===== src/verilog/irq_xfer_pkg.sv =====
// constants and types shared by the interrupt level / auto transfer block
`default_nettype none
package irq_xfer_pkg;
	// -----------------------------------------------------------------
	// register map (index = printed offset, byte address = 4 * index)
	// -----------------------------------------------------------------
	localparam logic [7:0]  CTRL_IDX_FIRST = 8'hb0;
	localparam int          NSRC           = 16;
	localparam logic [2:0]  PRIO_NONE      = 3'h7;
	localparam logic [3:0]  CHAN_RESET     = 4'h0;
	localparam logic [1:0]  END_NONE       = 2'h0;
	localparam logic [1:0]  END_COUNT      = 2'h1;
	localparam logic [1:0]  END_STOP       = 2'h3;
	localparam logic [1:0]  RD_TOP_BITS    = 2'h3;
	localparam int          WR_CHAN_LSB    = 4;
	localparam int          WR_AUTO_BIT    = 3;
	// -----------------------------------------------------------------
	// descriptor layout in internal ram
	// -----------------------------------------------------------------
	localparam logic [23:0] DESC_BASE      = 24'h000100;
	localparam logic [2:0]  DESC_LAST_BYTE = 3'h7;
	localparam int          MODE_IO_HOLD   = 4;
	localparam int          MODE_WIDTH     = 3;
	localparam int          MODE_BUF_HOLD  = 2;
	localparam int          MODE_DIR       = 1;
	localparam int          MODE_STOP      = 0;
	// -----------------------------------------------------------------
	// transfer engine states, gray coded along the path from ST_IDLE to ST_DONE
	// -----------------------------------------------------------------
	typedef enum logic [2:0] {
		ST_IDLE  = 3'b000,
		ST_LOAD  = 3'b001,
		ST_CHECK = 3'b011,
		ST_GET   = 3'b010,
		ST_PUT   = 3'b110,
		ST_SAVE  = 3'b111,
		ST_DONE  = 3'b101
	} eng_state_t;
endpackage
`default_nettype wire


===== src/verilog/irq_xfer_ctrl.sv =====
// interrupt level control with descriptor driven automatic i/o transfer
`timescale 1ns/1ps
`default_nettype none
module irq_xfer_ctrl
	import irq_xfer_pkg::*;
(
	input  wire logic        clk,
	input  wire logic        resetn,
	input  wire logic [9:0]  avs_address,
	input  wire logic        avs_read,
	input  wire logic        avs_write,
	input  wire logic [31:0] avs_writedata,
	input  wire logic [3:0]  avs_byteenable,
	output logic      [31:0] avs_readdata,
	output logic             avs_waitrequest,
	input  wire logic [15:0] irq_req,
	input  wire logic [15:0] stop_req,
	output logic      [2:0]  cpu_level,
	output logic      [3:0]  cpu_src,
	input  wire logic        cpu_ack,
	output logic             isr_go,
	output logic      [3:0]  isr_src,
	output logic      [15:0] svc_clear,
	output logic      [23:0] mem_addr,
	output logic             mem_rd,
	output logic             mem_wr,
	output logic      [7:0]  mem_wdata,
	input  wire logic [7:0]  mem_rdata,
	input  wire logic        mem_ready
);
	// -----------------------------------------------------------------
	// control registers and bus slave
	// -----------------------------------------------------------------
	logic [2:0]  prio_reg [NSRC];
	logic [2:0]  prio_next [NSRC];
	logic        auto_reg [NSRC];
	logic        auto_next [NSRC];
	logic [3:0]  chan_reg [NSRC];
	logic [3:0]  chan_next [NSRC];
	logic [1:0]  endc_reg [NSRC];
	logic [1:0]  endc_next [NSRC];
	logic        wait_reg;
	logic        wait_next;
	logic [31:0] rdata_reg;
	logic [31:0] rdata_next;
	logic [7:0]  bus_idx;
	logic        bus_hit;
	logic        bus_take;

	// engine state, declared here because the register group reads it
	eng_state_t  st_reg;
	eng_state_t  st_next;
	logic [3:0]  src_reg;
	logic [3:0]  src_next;
	logic [1:0]  end_reg;
	logic [1:0]  end_next;

	// waitrequest drops for exactly one cycle per request
	always_comb
	begin
		bus_idx    = avs_address[9:2];
		bus_hit    = bus_idx[7:4] == CTRL_IDX_FIRST[7:4];
		bus_take   = (avs_read || avs_write) && !wait_reg;
		wait_next  = !((avs_read || avs_write) && wait_reg);
		rdata_next = rdata_reg;
		if ((avs_read || avs_write) && wait_reg)
		begin
			rdata_next = 32'h0000_0000;
			if (avs_read && bus_hit)
				rdata_next[7:0] = {RD_TOP_BITS,
					endc_reg[bus_idx[3:0]], auto_reg[bus_idx[3:0]],
					prio_reg[bus_idx[3:0]]};
		end
		for (int i = 0; i < NSRC; i++)
		begin
			prio_next[i] = prio_reg[i];
			auto_next[i] = auto_reg[i];
			chan_next[i] = chan_reg[i];
			endc_next[i] = endc_reg[i];
			// writes land only at the edge that sees waitrequest low
			if (bus_take && avs_write && bus_hit && avs_byteenable[0]
				&& bus_idx[3:0] == 4'(i))
			begin
				prio_next[i] = avs_writedata[2:0];
				auto_next[i] = avs_writedata[WR_AUTO_BIT];
				chan_next[i] = avs_writedata[WR_CHAN_LSB +: 4];
			end
			// hardware end beats a software write in the same cycle
			if (st_reg == ST_DONE && end_reg != END_NONE
				&& src_reg == 4'(i))
			begin
				endc_next[i] = end_reg;
				auto_next[i] = 1'b0;
			end
		end
	end

	// register the control group
	always_ff @(posedge clk)
	begin
		if (!resetn)
		begin
			for (int i = 0; i < NSRC; i++)
			begin
				prio_reg[i] <= PRIO_NONE;
				auto_reg[i] <= 1'b0;
				chan_reg[i] <= CHAN_RESET;
				endc_reg[i] <= END_NONE;
			end
			wait_reg  <= 1'b1;
			rdata_reg <= 32'h0000_0000;
		end
		else
		begin
			prio_reg  <= prio_next;
			auto_reg  <= auto_next;
			chan_reg  <= chan_next;
			endc_reg  <= endc_next;
			wait_reg  <= wait_next;
			rdata_reg <= rdata_next;
		end
	end

	assign avs_waitrequest = wait_reg;
	assign avs_readdata    = rdata_reg;

	// -----------------------------------------------------------------
	// arbitration and transfer engine
	// -----------------------------------------------------------------
	logic [2:0]  best_lvl;
	logic [3:0]  best_src;
	logic [2:0]  bidx_reg;
	logic [2:0]  bidx_next;
	logic [63:0] desc_reg;
	logic [63:0] desc_next;
	logic [15:0] data_reg;
	logic [15:0] data_next;
	logic [2:0]  lvl_reg;
	logic [2:0]  lvl_next;
	logic [3:0]  csrc_reg;
	logic [3:0]  csrc_next;
	logic        go_reg;
	logic        go_next;
	logic [3:0]  gsrc_reg;
	logic [3:0]  gsrc_next;
	logic [15:0] clr_reg;
	logic [15:0] clr_next;
	logic [23:0] addr_reg;
	logic [23:0] addr_next;
	logic        rd_reg;
	logic        rd_next;
	logic        wr_reg;
	logic        wr_next;
	logic [7:0]  wd_reg;
	logic [7:0]  wd_next;
	logic        acc_done;
	logic        item_last;
	logic [7:0]  mode;
	logic [15:0] step;
	logic [23:0] io_addr;
	logic [23:0] buf_addr;

	// lowest level wins, lowest source number breaks ties
	always_comb
	begin
		best_lvl = PRIO_NONE;
		best_src = 4'h0;
		for (int i = 0; i < NSRC; i++)
			if (irq_req[i] && prio_reg[i] < best_lvl)
			begin
				best_lvl = prio_reg[i];
				best_src = 4'(i);
			end
	end

	// one memory access at a time; request held until mem_ready
	always_comb
	begin
		st_next   = st_reg;
		src_next  = src_reg;
		end_next  = end_reg;
		bidx_next = bidx_reg;
		desc_next = desc_reg;
		data_next = data_reg;
		addr_next = addr_reg;
		rd_next   = rd_reg;
		wr_next   = wr_reg;
		wd_next   = wd_reg;
		go_next   = 1'b0;
		gsrc_next = gsrc_reg;
		clr_next  = 16'h0000;
		lvl_next  = PRIO_NONE;  // others wait while a run is busy
		csrc_next = csrc_reg;
		acc_done  = (rd_reg || wr_reg) && mem_ready;
		mode      = desc_reg[31:24];
		item_last = bidx_reg[0] == mode[MODE_WIDTH];
		step      = {14'h0000, mode[MODE_WIDTH], !mode[MODE_WIDTH]};
		io_addr   = {8'h00, desc_reg[47:32] + {15'h0000, bidx_reg[0]}};
		buf_addr  = desc_reg[23:0] + {23'h000000, bidx_reg[0]};
		case (st_reg)
			ST_IDLE:
			begin
				lvl_next  = best_lvl;
				csrc_next = best_src;
				if (cpu_ack && lvl_reg != PRIO_NONE)
				begin
					src_next = csrc_reg;
					if (auto_reg[csrc_reg])
					begin
						st_next   = ST_LOAD;
						end_next  = END_NONE;
						bidx_next = 3'h0;
						lvl_next  = PRIO_NONE;
					end
					else
					begin
						go_next   = 1'b1;
						gsrc_next = csrc_reg;
					end
				end
			end
			ST_LOAD:
			begin
				if (!rd_reg)
				begin
					rd_next   = 1'b1;
					addr_next = {DESC_BASE[23:7], chan_reg[src_reg],
						bidx_reg};
				end
				else if (acc_done)
				begin
					rd_next   = 1'b0;
					desc_next[{bidx_reg, 3'b000} +: 8] = mem_rdata;
					bidx_next = bidx_reg + 3'h1;
					if (bidx_reg == DESC_LAST_BYTE)
						st_next = ST_CHECK;
				end
			end
			ST_CHECK:
			begin
				bidx_next = 3'h0;
				if (mode[MODE_STOP] && stop_req[src_reg])
				begin
					end_next = END_STOP;
					st_next  = ST_SAVE;
				end
				else
				begin
					// zero wraps to ffff, giving 65536 items
					desc_next[63:48] = desc_reg[63:48] - 16'h0001;
					st_next = ST_GET;
				end
			end
			ST_GET:
			begin
				if (!rd_reg)
				begin
					rd_next   = 1'b1;
					addr_next = mode[MODE_DIR] ? buf_addr : io_addr;
				end
				else if (acc_done)
				begin
					rd_next   = 1'b0;
					data_next[{bidx_reg[0], 3'b000} +: 8] = mem_rdata;
					bidx_next = item_last ? 3'h0 : bidx_reg + 3'h1;
					if (item_last)
						st_next = ST_PUT;
				end
			end
			ST_PUT:
			begin
				if (!wr_reg)
				begin
					wr_next   = 1'b1;
					addr_next = mode[MODE_DIR] ? io_addr : buf_addr;
					wd_next   = data_reg[{bidx_reg[0], 3'b000} +: 8];
				end
				else if (acc_done)
				begin
					wr_next   = 1'b0;
					bidx_next = item_last ? 3'h0 : bidx_reg + 3'h1;
					if (item_last)
					begin
						if (!mode[MODE_IO_HOLD])
							desc_next[47:32] = desc_reg[47:32] + step;
						if (!mode[MODE_BUF_HOLD])
							desc_next[15:0] = desc_reg[15:0] + step;
						clr_next[src_reg] = 1'b1;
						if (desc_reg[63:48] == 16'h0000)
							end_next = END_COUNT;
						st_next = ST_SAVE;
					end
				end
			end
			ST_SAVE:
			begin
				// write the whole descriptor back so pointers persist
				if (!wr_reg)
				begin
					wr_next   = 1'b1;
					addr_next = {DESC_BASE[23:7], chan_reg[src_reg],
						bidx_reg};
					wd_next   = desc_reg[{bidx_reg, 3'b000} +: 8];
				end
				else if (acc_done)
				begin
					wr_next   = 1'b0;
					bidx_next = bidx_reg + 3'h1;
					if (bidx_reg == DESC_LAST_BYTE)
						st_next = ST_DONE;
				end
			end
			ST_DONE:
			begin
				// status and handler pulse both land at this edge
				st_next = ST_IDLE;
				if (end_reg != END_NONE)
				begin
					go_next   = 1'b1;
					gsrc_next = src_reg;
				end
			end
			default:
				st_next = ST_IDLE;
		endcase
	end

	// register the engine group
	always_ff @(posedge clk)
	begin
		if (!resetn)
		begin
			st_reg   <= ST_IDLE;
			src_reg  <= 4'h0;
			end_reg  <= END_NONE;
			bidx_reg <= 3'h0;
			desc_reg <= 64'h0;
			data_reg <= 16'h0000;
			addr_reg <= 24'h000000;
			rd_reg   <= 1'b0;
			wr_reg   <= 1'b0;
			wd_reg   <= 8'h00;
			go_reg   <= 1'b0;
			gsrc_reg <= 4'h0;
			clr_reg  <= 16'h0000;
			lvl_reg  <= PRIO_NONE;
			csrc_reg <= 4'h0;
		end
		else
		begin
			st_reg   <= st_next;
			src_reg  <= src_next;
			end_reg  <= end_next;
			bidx_reg <= bidx_next;
			desc_reg <= desc_next;
			data_reg <= data_next;
			addr_reg <= addr_next;
			rd_reg   <= rd_next;
			wr_reg   <= wr_next;
			wd_reg   <= wd_next;
			go_reg   <= go_next;
			gsrc_reg <= gsrc_next;
			clr_reg  <= clr_next;
			lvl_reg  <= lvl_next;
			csrc_reg <= csrc_next;
		end
	end

	assign cpu_level = lvl_reg;
	assign cpu_src   = csrc_reg;
	assign isr_go    = go_reg;
	assign isr_src   = gsrc_reg;
	assign svc_clear = clr_reg;
	assign mem_addr  = addr_reg;
	assign mem_rd    = rd_reg;
	assign mem_wr    = wr_reg;
	assign mem_wdata = wd_reg;

	// -----------------------------------------------------------------
	// checks
	// -----------------------------------------------------------------
	prio_reset_a: assert property (@(posedge clk)
		!resetn |=> prio_reg[5] == PRIO_NONE && !auto_reg[5]
		&& endc_reg[5] == END_NONE)
		else $error("control register not at reset value");
	end_status_a: assert property (@(posedge clk) disable iff (!resetn)
		st_reg == ST_DONE && end_reg != END_NONE |=>
		!auto_reg[$past(src_reg)]
		&& endc_reg[$past(src_reg)] == $past(end_reg))
		else $error("end status not recorded");
	end_branch_a: assert property (@(posedge clk) disable iff (!resetn)
		st_reg == ST_DONE && end_reg != END_NONE |=>
		isr_go && isr_src == $past(src_reg) && st_reg == ST_IDLE)
		else $error("no handler pulse after run end");
	auto_start_a: assert property (@(posedge clk) disable iff (!resetn)
		st_reg == ST_IDLE && cpu_ack && lvl_reg != PRIO_NONE
		|=> (st_reg == ST_LOAD) == auto_reg[$past(csrc_reg)]
		&& isr_go == !auto_reg[$past(csrc_reg)])
		else $error("wrong service choice");
	desc_addr_a: assert property (@(posedge clk) disable iff (!resetn)
		st_reg == ST_LOAD && rd_reg |->
		mem_addr == DESC_BASE + {17'h00000, chan_reg[src_reg], 3'b000}
		+ {21'h000000, bidx_reg})
		else $error("descriptor address wrong");
	io_region_a: assert property (@(posedge clk) disable iff (!resetn)
		(st_reg == ST_GET && rd_reg && !mode[MODE_DIR])
		|| (st_reg == ST_PUT && wr_reg && mode[MODE_DIR])
		|-> mem_addr[23:16] == 8'h00)
		else $error("i/o access outside first 64k");
	count_dec_a: assert property (@(posedge clk) disable iff (!resetn)
		st_reg == ST_CHECK && st_next == ST_GET |=>
		desc_reg[63:48] == $past(desc_reg[63:48]) - 16'h0001)
		else $error("count not decremented");
	mem_hold_a: assert property (@(posedge clk) disable iff (!resetn)
		(rd_reg || wr_reg) && !mem_ready |=>
		(rd_reg || wr_reg) && $stable(mem_addr))
		else $error("memory request dropped early");
endmodule
`default_nettype wire


===== config.mk =====
export PLATFORM = sky130hd
export DESIGN_NAME = irq_xfer_ctrl
export DESIGN_NICKNAME = d
export VERILOG_FILES = /design/src/verilog/irq_xfer_pkg.sv /design/src/verilog/irq_xfer_ctrl.sv
export SDC_FILE = /design/constraint.sdc
export NUM_CORES = 1
export LEC_CHECK = 0
export BUFFER_PORTS_ARGS = -buffer_cell sky130_fd_sc_hd__buf_2
export CORE_MARGIN = 2
export CORE_UTILIZATION = 40
export DETAILED_ROUTE_END_ITERATION = 16
export SLEW_MARGIN = 40
export SYNTH_ARGS = -nofsm -noshare
export SYNTH_HDL_FRONTEND = slang
export SYNTH_SLANG_ARGS = --single-unit

===== constraint.sdc =====
create_clock -name clk -period 11.9 [get_ports clk]
set_input_delay 2.38 -clock clk [delete_from_list [all_inputs] [get_ports clk]]
set_output_delay 2.38 -clock clk [all_outputs]
set_load 0.05 [all_outputs]

-- Word-level counts from Yosys, hierarchy flattened
Cells that the tools add are included.
- register bits after elaboration: 323
- input port bits: 92
- output and inout port bits: 95
- word-level logic and storage cells: 420
- add/subtract/negate cells: 8
- magnitude comparators: 21
- equality and inequality tests: 65
- shifts and indexed selects: 6
- muxes and demuxes: 124
- bitwise logic cells: 4
- reductions and logical operators: 108
- operators by type and width (kind ; number):
    two-way mux 16 bit ; 9
    two-way mux 24 bit ; 6
    two-way mux 3 bit ; 44
    two-way mux 64 bit ; 2
    one-hot mux 16 bit (2 select lines) ; 3
    one-hot mux 24 bit (4 select lines) ; 1
    two-way mux 4 bit ; 19
    equality test 4 bit (second input constant) ; 17
    bitwise mux 64 bit ; 1
    variable shift 8 x 8 -> 64 bit (first input constant) ; 1
    indexed part select 64 x 7 -> 8 bit ; 1
    indexed part select 8 x 8 -> 64 bit ; 1
    logical AND 1 bit ; 59
    != test 2 bit (second input constant) ; 24
    less-than comparator 3 bit ; 15
    one-hot mux 3 bit (6 select lines) ; 2
    OR reduction 2 bit ; 18
    adder 16 x 2 -> 16 bit ; 2
    equality test 4 x 3 -> 1 bit (second input constant) ; 8
    adder 24 x 1 -> 24 bit ; 1
    two-way mux 8 bit ; 3
    AND reduction 7 bit ; 3
    two-way mux 2 bit ; 9
    adder 16 x 1 -> 16 bit ; 1
    other kinds (47) ; 86

-- Depth between registers and ports, before layout
- word-level depth: 50
- mapped depth: 34
- gate-level depth less buffers: 32

-- Worst setup path before layout
Ideal clock, no wire load.
- kind: input to register
- from: in irq_req[0]
- to: reg lvl_reg[2] (netlist: cpu_level[2])
- setup time: 114 ps
- data arrival time: 8846 ps
- data required time: 11786 ps
- setup slack: 2940 ps
- cell stages on the path: 32
- buffers on the path: 1
- cell sequence: nor2b_2 > o22a_1 > o211ai_2 > or2_4 > a31oi_2 > a211o_1 > nand3b_1 > o311ai_4 > a21oi_1 > o211a_1 > or3b_1 > buf_6 > a311o_1 > o31a_2 > a21oi_1 > o31ai_1 > o221ai_2 > a31oi_2 > o31ai_1 > o211ai_1 > a22oi_1 > ha_1 > o21a_1 > nor2_1 > inv_1 > o21ai_0 > a21oi_1 > ha_1 > o21a_1 > o31ai_4 > a221o_1 > a21o_1
- longest elaborated chain between the ends: 49
- RTL lines (item ; RTL line ; text):
    from (decl) ; irq_xfer_ctrl.sv:16 ; input wire logic [15:0] irq_req,
    logical AND 1 bit (*) ; irq_xfer_ctrl.sv:169 ; if (irq_req[i] && prio_reg[i] < best_lvl)
    two-way mux 3 bit (*) ; irq_xfer_ctrl.sv:169 ;
    less-than comparator 3 bit ; irq_xfer_ctrl.sv:169 ;
    logical AND 1 bit ; irq_xfer_ctrl.sv:169 ;
    two-way mux 3 bit (*) ; irq_xfer_ctrl.sv:169 ;
    less-than comparator 3 bit ; irq_xfer_ctrl.sv:169 ;
    logical AND 1 bit ; irq_xfer_ctrl.sv:169 ;
    two-way mux 3 bit (*) ; irq_xfer_ctrl.sv:169 ;
    (+33 left out) ; -- ;
    less-than comparator 3 bit ; irq_xfer_ctrl.sv:169 ;
    logical AND 1 bit ; irq_xfer_ctrl.sv:169 ;
    two-way mux 3 bit (*) ; irq_xfer_ctrl.sv:169 ;
    less-than comparator 3 bit ; irq_xfer_ctrl.sv:169 ;
    logical AND 1 bit ; irq_xfer_ctrl.sv:169 ;
    two-way mux 3 bit (*) ; irq_xfer_ctrl.sv:169 ;
    two-way mux 3 bit ; irq_xfer_ctrl.sv:208 ; if (auto_reg[csrc_reg])
    two-way mux 3 bit (*) ; irq_xfer_ctrl.sv:205 ; if (cpu_ack && lvl_reg != PRIO_NONE)
    to (signal assigned) ; irq_xfer_ctrl.sv:364 ; lvl_reg <= lvl_next;
    to (decl) ; irq_xfer_ctrl.sv:138 ; logic [2:0] lvl_reg;
Every way passes the cells marked *; elsewhere a longest branch is shown, timed or not.
A chain may end at the register's enable or synchronous reset.

-- Worst setup path after layout
Same ends and word-level chain as after synthesis.

==> results.yml <==
clock_tree:
  cts_tree: "yes"
  cts-resized-gates: 0
  hold_buffers: 0
  postCtsSetupBuffers: 0
  cts_max_level: 2
  numCtsBuffers: 37
  path_clk_slew_ps: 60
  cts_sinks: 322
  root_buffer: "clkbuf_16"
  clockBufferDepth: 3
  worstSkewPairLatency_ps: 560
sta:
  holdWs_ps: 449
  period_minus_slack_ps: 9670
  tightest_slew_ps: 868
  relSlewSlack_pct: 42.0
  finalMaxSlewViolations: 0
  setup-violations-final: 0
  hold_violations: 0
  rsz0062_at_grt: "no"
  period_share_pct: 81.2
  fin_worst_skew_ps: 20.6
  fin_setup_tns_ps: 0
  max_freq_mhz: 103
global_route:
  grt_max_degree: 90
  grt_overflow_total: 0
  antenna_found_initial: 3
  grt_pass1_wl_um: 92900
  grt_usage_pct: 24.2
  grt_pass1_vias: 16628
power:
  clockPowerShare_pct: 44.4
  switching_share_pct: 29.0
  power.leakage_uw: 0.00797
  cellPowerDensity_mw_per_mm2: 133
  power.switching_uw: 812
  power.total_uw: 2800
  ir_drop_mv: 0.153
  intPower_uw: 1980
  p_seq_share_pct: 41.2
  combPwrFrac_pct: 14.4
worst_setup_path:
  critPathBufInv: 1
  worstPathMaxFanout: 9
  worstSetupEndpointType: "flip-flop"
  cp.required_ps: 12330
  rrSetupSlack_ps: 3720
  cp-start-kind: "primary input"
  reg2reg_to: "cpu_level[2]$_SDFF_PN1_"
  cpMaxStageDelayCell: "or3b_1"
  cp.arrival_ps: 10100
  crit_family: "compound AO/OA/AOI/OAI gates"
  rr_worst_depth: 30
  max_stage_delay_ps: 510
  reg2reg_from: "prio_reg[42]$_SDFFE_PN1P_"
  path_class: "in2reg"
logic_synthesis:
  ys_seq_area_share_pct: 34.4
  synth_flop_cell: "dfxtp_1"
  ys.warnings.count: 0
  syn_inst: 2318
  synth_area_leaders: "dfxtp_1 (34%), mux4_2 (9.1%), nand2_1 (7.7%)"
  synth_top_cell_area_share_pct: 34.4
  synth_most_common_cell: "nand2_1"
  synthArstFlopShare_pct: 0
  synth_area_per_cell_um2: 8.09
  synth_top_area_cell: "dfxtp_1"
  synth-edff-count: 0
  synth_seq_cells: 322
  synth.distinct_cells: 99
  yosys-top-cells-count: "nand2_1 (384), dfxtp_1 (322), nor2_1 (245), a21oi_1 (194), clkbuf_1 (146)"
  netlist_area_mm2: 0.0188
drt:
  wirelength_um: 59600
  drt_iter0_drc: 1703
  avgViaCountPerCell: 5.90
  vias: 17504
  first_pass_iters: 7
  wire_per_inst_um: 20.1
  detail-route-antenna-nets: 0
  drc_errors: 0
floorplanning:
  boundaryPins: 187
  core.rowCount: 79
  die_y_um: 221
  die_area_mm2: 0.0487
  core_mm2: 0.0465
  start_util_pct: 40.4
  die_x_um: 221
layout:
  area.growth.synth_to_final_pct: 11.8
  diodes: 0
  final_nets: 2449
  drive_gt1_share_pct: 14.9
hold_path:
  worstHoldPathCells: 2
  hold_end: "chan_reg[42]$_SDFFE_PN0P_"
  hp-start: "chan_reg[42]$_SDFFE_PN0P_"
  hp-class: "reg2reg"
placement:
  numPortBuffers: 133
  dp_hpwl_um: 42500
  gp_congestion: 0.937
run_status:
  status: "finished, final reports clean"
run:
  drv_cap: 0
[layout make-up]
class / count / area, um2
fill: 4589 / 25500
multi-input combinational: 1776 / 11500
sequential: 322 / 6450
clock buffer: 57 / 1140
timing repair buffer: 147 / 777
tap: 607 / 759
inverter: 50 / 193
clock inverter: 10 / 181
[worst max path at each step]
stage                          start  slack (ps)  cells after the start                       to
after floorplan           irq_req[0]        2940                     32  cpu_level[2]$_SDFF_PN1_
after global placement    irq_req[0]        1980                     31  cpu_level[2]$_SDFF_PN1_
after detailed placement  irq_req[0]        1830                     32  cpu_level[2]$_SDFF_PN1_
after CTS                 irq_req[0]        2360                     31  cpu_level[2]$_SDFF_PN1_
after global routing      irq_req[0]        1650                     32  cpu_level[2]$_SDFF_PN1_
final                     irq_req[0]        2230                     31  cpu_level[2]$_SDFF_PN1_
[cell usage in the layout (no fill, tap or decap), types with 20 or more instances in the layout]
cell | Yosys | routed
a211oi_1 | 39 | 39
a21oi_1 | 194 | 191
a22oi_1 | 52 | 52
a31oi_1 | 20 | 20
and2_1 | 24 | 24
buf_2 | 0 | 132
clkbuf_16 | 0 | 39
conb_1 | 1 | 24
dfxtp_1 | 322 | 319
ha_1 | 21 | 21
inv_1 | 50 | 49
mux2i_1 | 77 | 77
mux4_2 | 76 | 76
nand2_1 | 384 | 384
nand3_1 | 86 | 86
nor2_1 | 245 | 242
nor2b_1 | 22 | 22
nor3_1 | 61 | 57
o211ai_1 | 22 | 22
o21ai_0 | 110 | 109
xnor2_1 | 26 | 26
[kinds of logic after synthesis]
logic type               count (synthesis)  share of synthesized area, %
AND/OR/NAND/NOR                        944                          22.5
XOR/XNOR                                41                          1.91
adder cells (fa/ha/maj)                 23                          1.61
AO/OA/AOI/OAI                          590                          20.8
buffers and inverters                  243                          5.48
multiplexers                           154                          13.3
flip-flops                             322                          34.4
other                                    1                        0.0200
[stage by stage]
stage	worst slack, ps	utilization (%)	area [um2]	instances
2_1_floorplan	2940	-	18800	2341
3_3_place_gp	1980	42.1	19600	2902
3_5_place_dp	1830	42.2	19600	2902
4_1_cts	2360	45.1	21000	2969
5_1_grt	1650	45.1	21000	2969
6_report	2230	45.1	21000	2969
[metal layers]
metal / routed length [um] / part of all wire (%) / track usage [%]
met1: 24800 / 42 / 31.1
met3: 3990 / 6.7 / 2.91
met2: 28900 / 48 / 41.6
met5: 33 / 0.055 / 0
met4: 1880 / 3.2 / 9.04
[worst register-to-register path: cells and delay by family (launching register included)]
family	cells	cell delay (ps)
and+or+nand+nor	4	1290
adders and majority gates	2	560
muxes	1	340
AOI/OAI and AO/OA	23	5440
DFF	1	440
[power groups by stage]
stage | Combinational (uW) | Sequential, uW | Clock, uW
6_report | 403 | 1150 | 1240
5_1_grt | 439 | 1160 | 1310
2_1_floorplan | 277 | 1180 | 0
3_3_place_gp | 388 | 1170 | 0
4_1_cts | 399 | 1150 | 1260
3_5_place_dp | 397 | 1170 | 0
(Power assumes the default switching activity.)
